File: config.mk
export PLATFORM = sky130hd
export DESIGN_NAME = sep_dev_flat
export DESIGN_NICKNAME = d
export VERILOG_FILES = /design/src/common/sep_pkg.sv /design/src/common/sep_if.sv /design/src/rtl/sep_dev.sv /design/src/flat_wrapper.sv
export SDC_FILE = /design/constraint.sdc
export NUM_CORES = 2
export LEC_CHECK = 0
export ABC_CLOCK_PERIOD_IN_PS = 4200
export BUFFER_PORTS_ARGS = -buffer_cell sky130_fd_sc_hd__buf_2
export CORE_MARGIN = 1.5
export CORE_UTILIZATION = 61
export CTS_CLUSTER_SIZE = 20
export DETAILED_ROUTE_END_ITERATION = 10
export PLACE_DENSITY = 0.83
export SYNTH_ARGS = -nofsm -noshare
export SYNTH_HDL_FRONTEND = slang
export SYNTH_SLANG_ARGS = --single-unit
File: constraint.sdc
create_clock -name clk -period 4.2 [get_ports clk]
set_clock_uncertainty 0.15 [all_clocks]
set_input_delay 1.26 -clock clk [delete_from_list [all_inputs] [get_ports clk]]
set_output_delay 1.26 -clock clk [all_outputs]
set_load 0.02 [all_outputs]
File: src/common/sep_pkg.sv
// Shared constants and types for the serial word memory port and its controller
`default_nettype none
package sep_pkg;

  // Array geometry
  localparam int WORDS    = 64;
  localparam int AW       = 6;
  localparam int DW       = 16;
  localparam int HDR_W    = 8;
  localparam int TX_W     = 25;

  // Operation codes and global sub-codes
  localparam logic [1:0] OPC_GLOBAL = 2'h0;
  localparam logic [1:0] OPC_WRITE  = 2'h1;
  localparam logic [1:0] OPC_READ   = 2'h2;
  localparam logic [1:0] OPC_ERASE  = 2'h3;
  localparam logic [1:0] GSUB_DIS   = 2'h0;
  localparam logic [1:0] GSUB_WRITE_ALL_CMD  = 2'h1;
  localparam logic [1:0] GSUB_ERASE_ALL_CMD  = 2'h2;
  localparam logic [1:0] GSUB_EN    = 2'h3;

  // Bit counters: last header bit, last data bit, host frame ends
  localparam logic [4:0] HDR_LAST   = 5'h07;
  localparam logic [4:0] DATA_LAST  = 5'h0f;
  localparam logic [4:0] LAST_SHORT = 5'h08;
  localparam logic [4:0] LAST_LONG  = 5'h18;
  localparam logic [4:0] RX_FIRST   = 5'h09;
  localparam logic [DW-1:0] WORD_ONES = 16'hffff;

  // Timing, clock 125 MHz
  localparam int CLK_PERIOD_NS = 8;
  localparam int PROG_TIME_MS  = 10;
  localparam int PROG_CYC      = PROG_TIME_MS * 1000000 / CLK_PERIOD_NS;
  localparam int SK_PERIOD_US  = 4;
  localparam int SK_HALF_CYC   = (SK_PERIOD_US * 500 + CLK_PERIOD_NS - 1) / CLK_PERIOD_NS;
  localparam int CS_LOW_US     = 1;
  localparam int CS_LOW_CYC    = (CS_LOW_US * 1000 + CLK_PERIOD_NS - 1) / CLK_PERIOD_NS;
  localparam int STAT_VALID_US = 1;
  localparam int SV_CYC        = (STAT_VALID_US * 1000 + CLK_PERIOD_NS - 1) / CLK_PERIOD_NS;
  localparam logic [7:0] SK_HALF_LAST = 8'(SK_HALF_CYC - 1);
  localparam logic [7:0] CS_LOW_LAST  = 8'(CS_LOW_CYC - 1);
  localparam logic [7:0] SV_LAST      = 8'(SV_CYC - 1);

  // Host command kinds
  typedef enum logic [2:0] {
    CMD_READ  = 3'h0,
    CMD_WRITE = 3'h1,
    CMD_ERASE = 3'h2,
    CMD_EN    = 3'h3,
    CMD_DIS   = 3'h4,
    CMD_ERASE_ALL_CMD  = 3'h5,
    CMD_WRITE_ALL_CMD  = 3'h6
  } sep_cmd_t;

  // Pending programming operation
  typedef enum logic [1:0] {
    P_WRITE = 2'h0,
    P_ERASE = 2'h1,
    P_ERASE_ALL_CMD  = 2'h2,
    P_WRITE_ALL_CMD  = 2'h3
  } sep_pop_t;

  // Memory side states
  typedef enum logic [2:0] {
    D_IDLE = 3'h0,
    D_HDR  = 3'h1,
    D_DATA = 3'h2,
    D_ARM  = 3'h3,
    D_READ = 3'h4,
    D_SKIP = 3'h5,
    D_PROG = 3'h6
  } sep_dstate_t;

  // Controller states
  typedef enum logic [2:0] {
    H_GAP   = 3'h0,
    H_IDLE  = 3'h1,
    H_LO    = 3'h2,
    H_HI    = 3'h3,
    H_PWAIT = 3'h4,
    H_SV    = 3'h5,
    H_POLL  = 3'h6
  } sep_hstate_t;

endpackage
`default_nettype wire

File: src/common/sep_if.sv
// Serial link between controller and memory, with pulled-up data out line
`timescale 1ns/1ns
`default_nettype none
interface sep_if;
  logic cs;
  logic serial_clk;
  logic serial_in;
  logic serial_out;
  logic serial_out_oe;
  logic serial_line;

  // Line floats high through a pull-up when nobody drives it
  assign serial_line = serial_out_oe ? serial_out : 1'b1;

  modport dev (
    input  cs,
    input  serial_clk,
    input  serial_in,
    output serial_out,
    output serial_out_oe
  );

  modport host (
    output cs,
    output serial_clk,
    output serial_in,
    input  serial_line
  );
endinterface
`default_nettype wire

File: src/rtl/sep_dev.sv
// Memory end: 64x16 word array behind the serial command port
// Operation
// RL1 - Sixty-four words of sixteen bits, six-bit address
// RL2 - Nine bits: start one, opcode, address, MSB first
// RL3 - Opcodes read, write, erase; write adds data
// RL4 - Global opcode: enable, disable, erase all, write all
// RL5 - Only read drives data; word loaded to shifter
// RL6 - Read sends zero dummy, then sixteen bits
// RL7 - Output bit changes on serial clock rise
// RL8 - Programming disabled at power up until enabled
// RL9 - Reads work whether programming enabled or not
// RL10 - Output undriven except read or polled status
// RL11 - Select fall after erase sets word ones
// RL12 - Select fall after data starts self-timed write
// RL13 - Status low while busy, high when ready
// RL14 - Controller erases word before writing it; sep_host sends the write alone and the array ANDs the data into the old word
// RL15 - Erase all sets every word to ones
// RL16 - Write all stores pattern into every word; the array ANDs the pattern into each old word
// RL17 - Serial clock not needed during programming
// RL18 - Controller holds select low between instructions
// RL19 - Programming finishes within ten milliseconds
// RL20 - Serial clock period at least four microseconds
// RL21 - Standby when select low and idle
// RL22 - Skip leading zeros; first one starts instruction
// RL23 - Programming commands ignored while disabled
// RL24 - Select fall abandons partial instruction
`timescale 1ns/1ns
`default_nettype none
module sep_dev #(
  parameter int unsigned PROG_CYC = sep_pkg::PROG_CYC
) (
  // Clock and reset
  input  wire logic clk,
  input  wire logic resetn,
  // Serial link
  sep_if.dev        link,
  // Status to the user side
  output logic      busy,
  output logic      prog_enabled,
  output logic      standby
);

  localparam int PTW = $clog2(PROG_CYC + 1);

  // Synchronisers; bit 0 is read only by bit 1
  logic [2:0]                cs_sy_r;
  logic [2:0]                sk_sy_r;
  logic [1:0]                di_sy_r;
  logic                      cs_s;
  logic                      di_s;
  logic                      sk_rise;
  logic                      cs_fall;
  logic                      cs_rise;

  // Control state
  sep_pkg::sep_dstate_t      state_r;
  logic [4:0]                cnt_r;
  logic [sep_pkg::HDR_W-1:0] hdr_r;
  logic [sep_pkg::DW-1:0]    data_r;
  logic [sep_pkg::DW-1:0]    rd_sh_r;
  logic                      out_bit_r;
  logic                      en_r;
  logic                      stat_en_r;
  logic [PTW-1:0]            prog_tmr_r;
  sep_pkg::sep_pop_t         pend_op_r;
  logic [sep_pkg::AW-1:0]    pend_addr_r;
  logic                      serial_out_r;
  logic                      serial_out_oe_r;
  logic                      busy_r;
  logic                      standby_r;

  // Decode of the completed header
  logic [sep_pkg::HDR_W-1:0] hdr_w;
  logic [1:0]                opc_w;
  logic [1:0]                gsub_w;
  logic [sep_pkg::AW-1:0]    adr_w;
  logic                      hdr_done;
  logic                      start_bit;
  logic                      prog_done;
  sep_pkg::sep_dstate_t      hdr_next;

  // Word array, no reset: contents are meant to survive
  logic [sep_pkg::DW-1:0]    mem_r [sep_pkg::WORDS];

  // Pin sampling; clock edges found from the second and third stages
  always_ff @(posedge clk) begin
    if (!resetn) begin
      cs_sy_r <= 3'h0;
      sk_sy_r <= 3'h0;
      di_sy_r <= 2'h0;
    end else begin
      cs_sy_r <= {cs_sy_r[1:0], link.cs};
      sk_sy_r <= {sk_sy_r[1:0], link.serial_clk};
      di_sy_r <= {di_sy_r[0], link.serial_in};
    end
  end

  // Edge and header decode terms
  assign cs_s      = cs_sy_r[1];
  assign di_s      = di_sy_r[1];
  assign sk_rise   = sk_sy_r[1] & ~sk_sy_r[2] & cs_s;
  assign cs_fall   = ~cs_sy_r[1] & cs_sy_r[2];
  assign cs_rise   = cs_sy_r[1] & ~cs_sy_r[2];
  assign hdr_w     = {hdr_r[sep_pkg::HDR_W-2:0], di_s};  // see RL2
  assign opc_w     = hdr_w[7:6];
  assign gsub_w    = hdr_w[5:4];
  assign adr_w     = hdr_w[sep_pkg::AW-1:0];
  assign hdr_done  = (state_r == sep_pkg::D_HDR) && sk_rise && (cnt_r == sep_pkg::HDR_LAST);
  assign start_bit = (state_r == sep_pkg::D_IDLE) && sk_rise && di_s;  // see RL22
  assign prog_done = (state_r == sep_pkg::D_PROG) && (prog_tmr_r == '0);

  // Next state after the header; disabled programming falls to skip
  always_comb begin
    hdr_next = sep_pkg::D_SKIP;
    case (opc_w)
      sep_pkg::OPC_READ:  hdr_next = sep_pkg::D_READ;  // see RL9
      sep_pkg::OPC_WRITE: hdr_next = en_r ? sep_pkg::D_DATA : sep_pkg::D_SKIP;  // see RL23
      sep_pkg::OPC_ERASE: hdr_next = en_r ? sep_pkg::D_ARM : sep_pkg::D_SKIP;  // see RL23
      default: begin
        if (gsub_w == sep_pkg::GSUB_WRITE_ALL_CMD) begin
          hdr_next = en_r ? sep_pkg::D_DATA : sep_pkg::D_SKIP;  // see RL16
        end else if (gsub_w == sep_pkg::GSUB_ERASE_ALL_CMD) begin
          hdr_next = en_r ? sep_pkg::D_ARM : sep_pkg::D_SKIP;  // see RL15
        end
      end
    endcase
  end

  // Sequencer; select fall drops partial frames, starts programming from D_ARM
  always_ff @(posedge clk) begin
    if (!resetn) begin
      state_r <= sep_pkg::D_IDLE;
      cnt_r   <= 5'h00;
    end else if (cs_fall && state_r != sep_pkg::D_PROG) begin
      cnt_r   <= 5'h00;
      if (state_r == sep_pkg::D_ARM) begin
        state_r <= sep_pkg::D_PROG;  // see RL11 see RL12
      end else begin
        state_r <= sep_pkg::D_IDLE;  // see RL24
      end
    end else begin
      case (state_r)
        sep_pkg::D_IDLE: begin
          cnt_r <= 5'h00;
          if (start_bit) begin
            state_r <= sep_pkg::D_HDR;
          end
        end
        sep_pkg::D_HDR: begin
          if (sk_rise) begin
            cnt_r <= cnt_r + 5'h01;
            if (cnt_r == sep_pkg::HDR_LAST) begin
              state_r <= hdr_next;
              cnt_r   <= 5'h00;
            end
          end
        end
        sep_pkg::D_DATA: begin
          if (sk_rise) begin
            cnt_r <= cnt_r + 5'h01;
            if (cnt_r == sep_pkg::DATA_LAST) begin
              state_r <= sep_pkg::D_ARM;
            end
          end
        end
        sep_pkg::D_ARM: begin
          // A stray clock rise here means select came too late
          if (sk_rise) begin
            state_r <= sep_pkg::D_SKIP;
          end
        end
        sep_pkg::D_PROG: begin
          // Clock and data pins are ignored until the timer ends
          if (prog_done) begin
            state_r <= sep_pkg::D_IDLE;  // see RL17
          end
        end
        default: state_r <= state_r;
      endcase
    end
  end

  // Header and data shifters, pending operation capture
  always_ff @(posedge clk) begin
    if (!resetn) begin
      hdr_r       <= 8'h00;
      data_r      <= 16'h0000;
      pend_op_r   <= sep_pkg::P_WRITE;
      pend_addr_r <= 6'h00;
    end else begin
      if (state_r == sep_pkg::D_HDR && sk_rise) begin
        hdr_r <= hdr_w;  // see RL2
      end
      if (state_r == sep_pkg::D_DATA && sk_rise) begin
        data_r <= {data_r[sep_pkg::DW-2:0], di_s};  // see RL3
      end
      if (hdr_done) begin
        pend_addr_r <= adr_w;
        case (opc_w)
          sep_pkg::OPC_WRITE: pend_op_r <= sep_pkg::P_WRITE;
          sep_pkg::OPC_ERASE: pend_op_r <= sep_pkg::P_ERASE;
          default: pend_op_r <= (gsub_w == sep_pkg::GSUB_ERASE_ALL_CMD) ? sep_pkg::P_ERASE_ALL_CMD
                                                               : sep_pkg::P_WRITE_ALL_CMD;  // see RL4
        endcase
      end
    end
  end

  // Programming enable latch, off from power up
  always_ff @(posedge clk) begin
    if (!resetn) begin
      en_r <= 1'b0;  // see RL8
    end else if (hdr_done && opc_w == sep_pkg::OPC_GLOBAL) begin
      if (gsub_w == sep_pkg::GSUB_EN) begin
        en_r <= 1'b1;  // see RL4
      end else if (gsub_w == sep_pkg::GSUB_DIS) begin
        en_r <= 1'b0;  // see RL8
      end
    end
  end

  // Self-timed cycle, rounded down to stay inside the limit
  always_ff @(posedge clk) begin
    if (!resetn) begin
      prog_tmr_r <= '0;
    end else if (state_r == sep_pkg::D_ARM && cs_fall) begin
      prog_tmr_r <= PTW'(PROG_CYC - 1);  // see RL19
    end else if (state_r == sep_pkg::D_PROG && prog_tmr_r != '0) begin
      prog_tmr_r <= prog_tmr_r - 1'b1;
    end
  end

  // Array update at the end of the cycle; write only clears bits
  for (genvar i = 0; i < sep_pkg::WORDS; i++) begin : g_word
    always_ff @(posedge clk) begin
      if (prog_done) begin
        case (pend_op_r)
          sep_pkg::P_WRITE: begin
            if (pend_addr_r == sep_pkg::AW'(i)) begin
              mem_r[i] <= mem_r[i] & data_r;  // see RL1 see RL14
            end
          end
          sep_pkg::P_ERASE: begin
            if (pend_addr_r == sep_pkg::AW'(i)) begin
              mem_r[i] <= sep_pkg::WORD_ONES;  // see RL11
            end
          end
          sep_pkg::P_ERASE_ALL_CMD: mem_r[i] <= sep_pkg::WORD_ONES;  // see RL15
          default:         mem_r[i] <= mem_r[i] & data_r;  // see RL16
        endcase
      end
    end
  end

  // Read shifter: dummy zero first, then MSB on each clock rise
  always_ff @(posedge clk) begin
    if (!resetn) begin
      rd_sh_r   <= 16'h0000;
      out_bit_r <= 1'b0;
    end else if (hdr_done && opc_w == sep_pkg::OPC_READ) begin
      rd_sh_r   <= mem_r[adr_w];  // see RL5
      out_bit_r <= 1'b0;  // see RL6
    end else if (state_r == sep_pkg::D_READ && sk_rise) begin
      out_bit_r <= rd_sh_r[sep_pkg::DW-1];  // see RL7
      rd_sh_r   <= {rd_sh_r[sep_pkg::DW-2:0], 1'b0};
    end
  end

  // Status polling: armed by select rise mid-cycle, dropped on fall
  always_ff @(posedge clk) begin
    if (!resetn) begin
      stat_en_r <= 1'b0;
    end else if (cs_fall || start_bit) begin
      stat_en_r <= 1'b0;
    end else if (cs_rise && state_r == sep_pkg::D_PROG) begin
      stat_en_r <= 1'b1;  // see RL13
    end
  end

  // Registered pin drive and user status
  always_ff @(posedge clk) begin
    if (!resetn) begin
      serial_out_r    <= 1'b0;
      serial_out_oe_r <= 1'b0;
      busy_r          <= 1'b0;
      standby_r       <= 1'b0;
    end else begin
      serial_out_oe_r <= (state_r == sep_pkg::D_READ) | stat_en_r;  // see RL10
      serial_out_r    <= (state_r == sep_pkg::D_READ) ? out_bit_r
                                                      : (state_r != sep_pkg::D_PROG);  // see RL13
      busy_r          <= (state_r == sep_pkg::D_PROG);
      standby_r       <= ~cs_s && (state_r != sep_pkg::D_PROG);  // see RL21
    end
  end

  // Outputs
  assign link.serial_out    = serial_out_r;
  assign link.serial_out_oe = serial_out_oe_r;
  assign busy               = busy_r;
  assign prog_enabled       = en_r;
  assign standby            = standby_r;

endmodule // sep_dev
`default_nettype wire

File: src/flat_wrapper.sv
// flat-port wrapper written by rule: the top's interface ports become plain ports
module sep_dev_flat 
#(
  parameter int unsigned PROG_CYC = sep_pkg::PROG_CYC
)
  (clk, resetn, busy, prog_enabled, standby, link_cs, link_serial_clk, link_serial_in, link_serial_out, link_serial_out_oe);
  sep_if link_i ();
  input  wire logic clk;
  input  wire logic resetn;
  output logic busy;
  output logic prog_enabled;
  output logic standby;
  input wire logic [$bits(link_i.cs)-1:0] link_cs;
  input wire logic [$bits(link_i.serial_clk)-1:0] link_serial_clk;
  input wire logic [$bits(link_i.serial_in)-1:0] link_serial_in;
  output wire logic [$bits(link_i.serial_out)-1:0] link_serial_out;
  output wire logic [$bits(link_i.serial_out_oe)-1:0] link_serial_out_oe;
  assign link_i.cs = link_cs;
  assign link_i.serial_clk = link_serial_clk;
  assign link_i.serial_in = link_serial_in;
  assign link_serial_out = link_i.serial_out;
  assign link_serial_out_oe = link_i.serial_out_oe;
  sep_dev #(.PROG_CYC(PROG_CYC)) u_core (.clk(clk), .resetn(resetn), .link(link_i), .busy(busy), .prog_enabled(prog_enabled), .standby(standby));
endmodule
==> impl_metrics.tcl <==
set metrics [dict create \
    num_vias 39600 \
    floorplan.die.height_um 297 \
    cts_hold_buf 0 \
    min_path_type "flop to flop" \
    leakage_nw 22.6 \
    maxSlewViolCount 0 \
    h-tree-depth 3 \
    cts_tree "built" \
    portBuffers 9 \
    core.rowCount 107 \
    grt_use_met1_pct 46.5 \
    ir_worst_vdd_v 0.000332 \
    grt_util_met2_pct 52.5 \
    power.density_mw_per_mm2 386 \
    crit_slowest_cell "dfxtp_4" \
    finalInstanceArea_mm2 0.0575 \
    hold_viol_final 0 \
    grt_remaining_overflow 0 \
    start_util_pct 61.7 \
    final_cell_mix "2224 x nand2_1, 1024 x edfxtp_1, 210 x mux4_2, 138 x buf_4, 126 x a21oi_1" \
    grt_pass1_vias 38300 \
    drc_errors 0 \
    grt_pass1_wl_um 235000 \
    clock.fmax_mhz 271 \
    power_mw 22.2 \
    netlist.area_leader.share_pct 58.3 \
    layoutNonFillerInstCount 5914 \
    required_ns 4.65 \
    synth-warning-count 0 \
    cts-root-buf "clkbuf_16" \
    ant_nets 0 \
    wl_um 154000 \
    first_pass_iters 9 \
    synth_cell_types 66 \
    cpPeakStageDelay_ns 1.03 \
    fin_nets 4691 \
    fin_setup_tns_ns 0 \
    syn-num-nets 4776 \
    num_io_pins 10 \
    postCtsSetupBuffers 0 \
    viasPerCell 6.69 \
    place.gp.congestion 1.02 \
    clock_path_buffers 3 \
    avgSynthCellArea_um2 11.1 \
    routedWlPerCell_um 26.1 \
    synth_edf_count 1024 \
    tightest_slew_ns 1.45 \
    async_flop_share_pct 0 \
    dp.cells 5711 \
    drt_iter0_drc 7092 \
    insertion_delay_ns 0.71 \
    antenna_found_initial 3 \
    hpwl_um 97000 \
    whs_path_depth 1 \
    core_area_mm2 0.0854 \
    ys_seq_area_share_pct 61.8 \
    min_period_ns 3.70 \
    clkSinkCount 1115 \
    cts_buffers 110 \
    utilization_pct 67.3 \
    die_x_um 297 \
    setup_violations 0 \
    maxCapViolCount 0 \
    final_common_cell "nand2_1" \
    top_usage_layer "met2" \
    placed_area_mm2 0.0540 \
    ys_top_cells_by_area "edfxtp_1 58%, nand2_1 16%, mux4_2 9.0%, dfxtp_1 3.5%, clkbuf_1 1.9%" \
    critPathLaunchType "flop" \
    reg2regPathDepth 5 \
    slew_headroom_pct 2.46 \
    grtUsageTotal_pct 34.9 \
    clk_pin_slew_worst_paths_ns 0.07 \
    cp-end-kind "flop" \
    synth_flop_cell "edfxtp_1" \
    synth_seq_cells 1115 \
    synth_area_mm2 0.0527 \
    min_period_over_period_pct 88.0 \
    synth_area_leader_cell "edfxtp_1" \
    cp.arrival_ns 4.14 \
    rsz0062_at_grt "no" \
    synth_cells 4765 \
    cts_resized 0 \
    n_antenna_cell 0 \
    layout-drive-gt1-share_pct 13.0 \
    outcome "finished, final reports clean" \
    area_growth_pct 9.12 \
    die_area_mm2 0.0882 \
    worstPathMaxFanout 48 \
    grt_start_max_net_pins 75 \
    crit_type "flop to flop" \
    crit_chain "buf_4, mux4_2, a221oi_1, nand4_1, a31o_2" \
    grt_use_met3_pct 9.76 \
]
path summary, 6_finish.rpt:
kind	startpoint	end	slack, ns
max reg2reg	u_core.hdr_r[1]$_SDFFE_PN0P_	u_core.rd_sh_r[7]$_SDFFE_PN0P_	0.50
min	u_core.sk_sy_r[0]$_SDFF_PN0_	u_core.sk_sy_r[1]$_SDFF_PN0_	0.31
min reg2reg	u_core.sk_sy_r[0]$_SDFF_PN0_	u_core.sk_sy_r[1]$_SDFF_PN0_	0.31
max	u_core.hdr_r[1]$_SDFFE_PN0P_	u_core.rd_sh_r[7]$_SDFFE_PN0P_	0.50
report_power, final:
part,total [mW],leakage (nW),switching [mW],internal [mW]
clock,9.72,1.72,4.31,5.41
combinational,0.488,11.6,0.302,0.185
sequential,12.0,9.26,0.0594,12.0
logic make-up after synthesis:
family	Yosys count	share of synthesized area, %
compound gates	412	4.96
buf+inv	362	2.75
simple gates	2541	19.1
mux	322	11.2
xor+xnor	7	0.116
fa+ha+maj	6	0.142
flops	1115	61.8
critical path, delay by kind of cell, from the launching register on:
| kind | cells | cell delay (ns) |
|---|---|---|
| AOI/OAI and AO/OA | 2 | 1.10 |
| DFF | 1 | 1.03 |
| buffers and inverters | 1 | 0.45 |
| muxes | 1 | 0.41 |
| and+or+nand+nor | 1 | 0.41 |
synth_stat cells (5+ instances only):
master    instances
a221oi_1         48
buf_2            62
nand2b_1         12
o31ai_1           6
clkbuf_1        261
or3_1            16
ha_1              6
and3_1           10
nand2_2          15
mux2i_1          85
o21ai_0          94
a22o_1            5
a211oi_1         17
nand4_1          28
edfxtp_1       1024
nor3b_1           5
a31o_2           13
mux2_2           27
buf_1            26
or4_1            11
nand2_1        2224
and2_1           16
nor2b_1          31
nor3_1           25
dfxtp_1          91
nand3_1          29
a22oi_1          31
nor2_1          104
a31oi_1          21
inv_1             8
o22ai_1          15
mux4_2          210
a21oi_1         126
sequential cells by signal (all words and copies together), names as in the netlist, 5 cells and up:
register            cells
u_core.cnt_r            5
u_core.data_r          16
u_core.hdr_r            7
u_core.mem_r         1024
u_core.pend_addr_r      6
u_core.prog_tmr_r      21
u_core.rd_sh_r         16
final cells by class:
type                            instances  area [µm²]
Inverter                                9        33.8
Clock inverter                         61         472
Fill cell                            5809       27900
Timing Repair Buffer                  156        1260
Multi-Input combinational cell       3288       18700
Sequential cell                      1115       32600
Clock buffer                          141        3010
Tap cell                             1144        1430
stage by stage:
step | hold WS [ns] | setup WS (ns)
floorplan | 0.262 | 0.899
global placement | 0.280 | 0.782
detailed placement | 0.287 | 0.699
CTS | 0.309 | 0.614
global route | 0.323 | 0.422
finish | 0.311 | 0.504
routing by layer:
metal	share of wire (%)	routed length [µm]
met1	34	52200
met2	45	69400
met3	15	23800
met4	5.8	9010
met5	0.089	137
No activity file was read; power rests on OpenSTA's default activity.
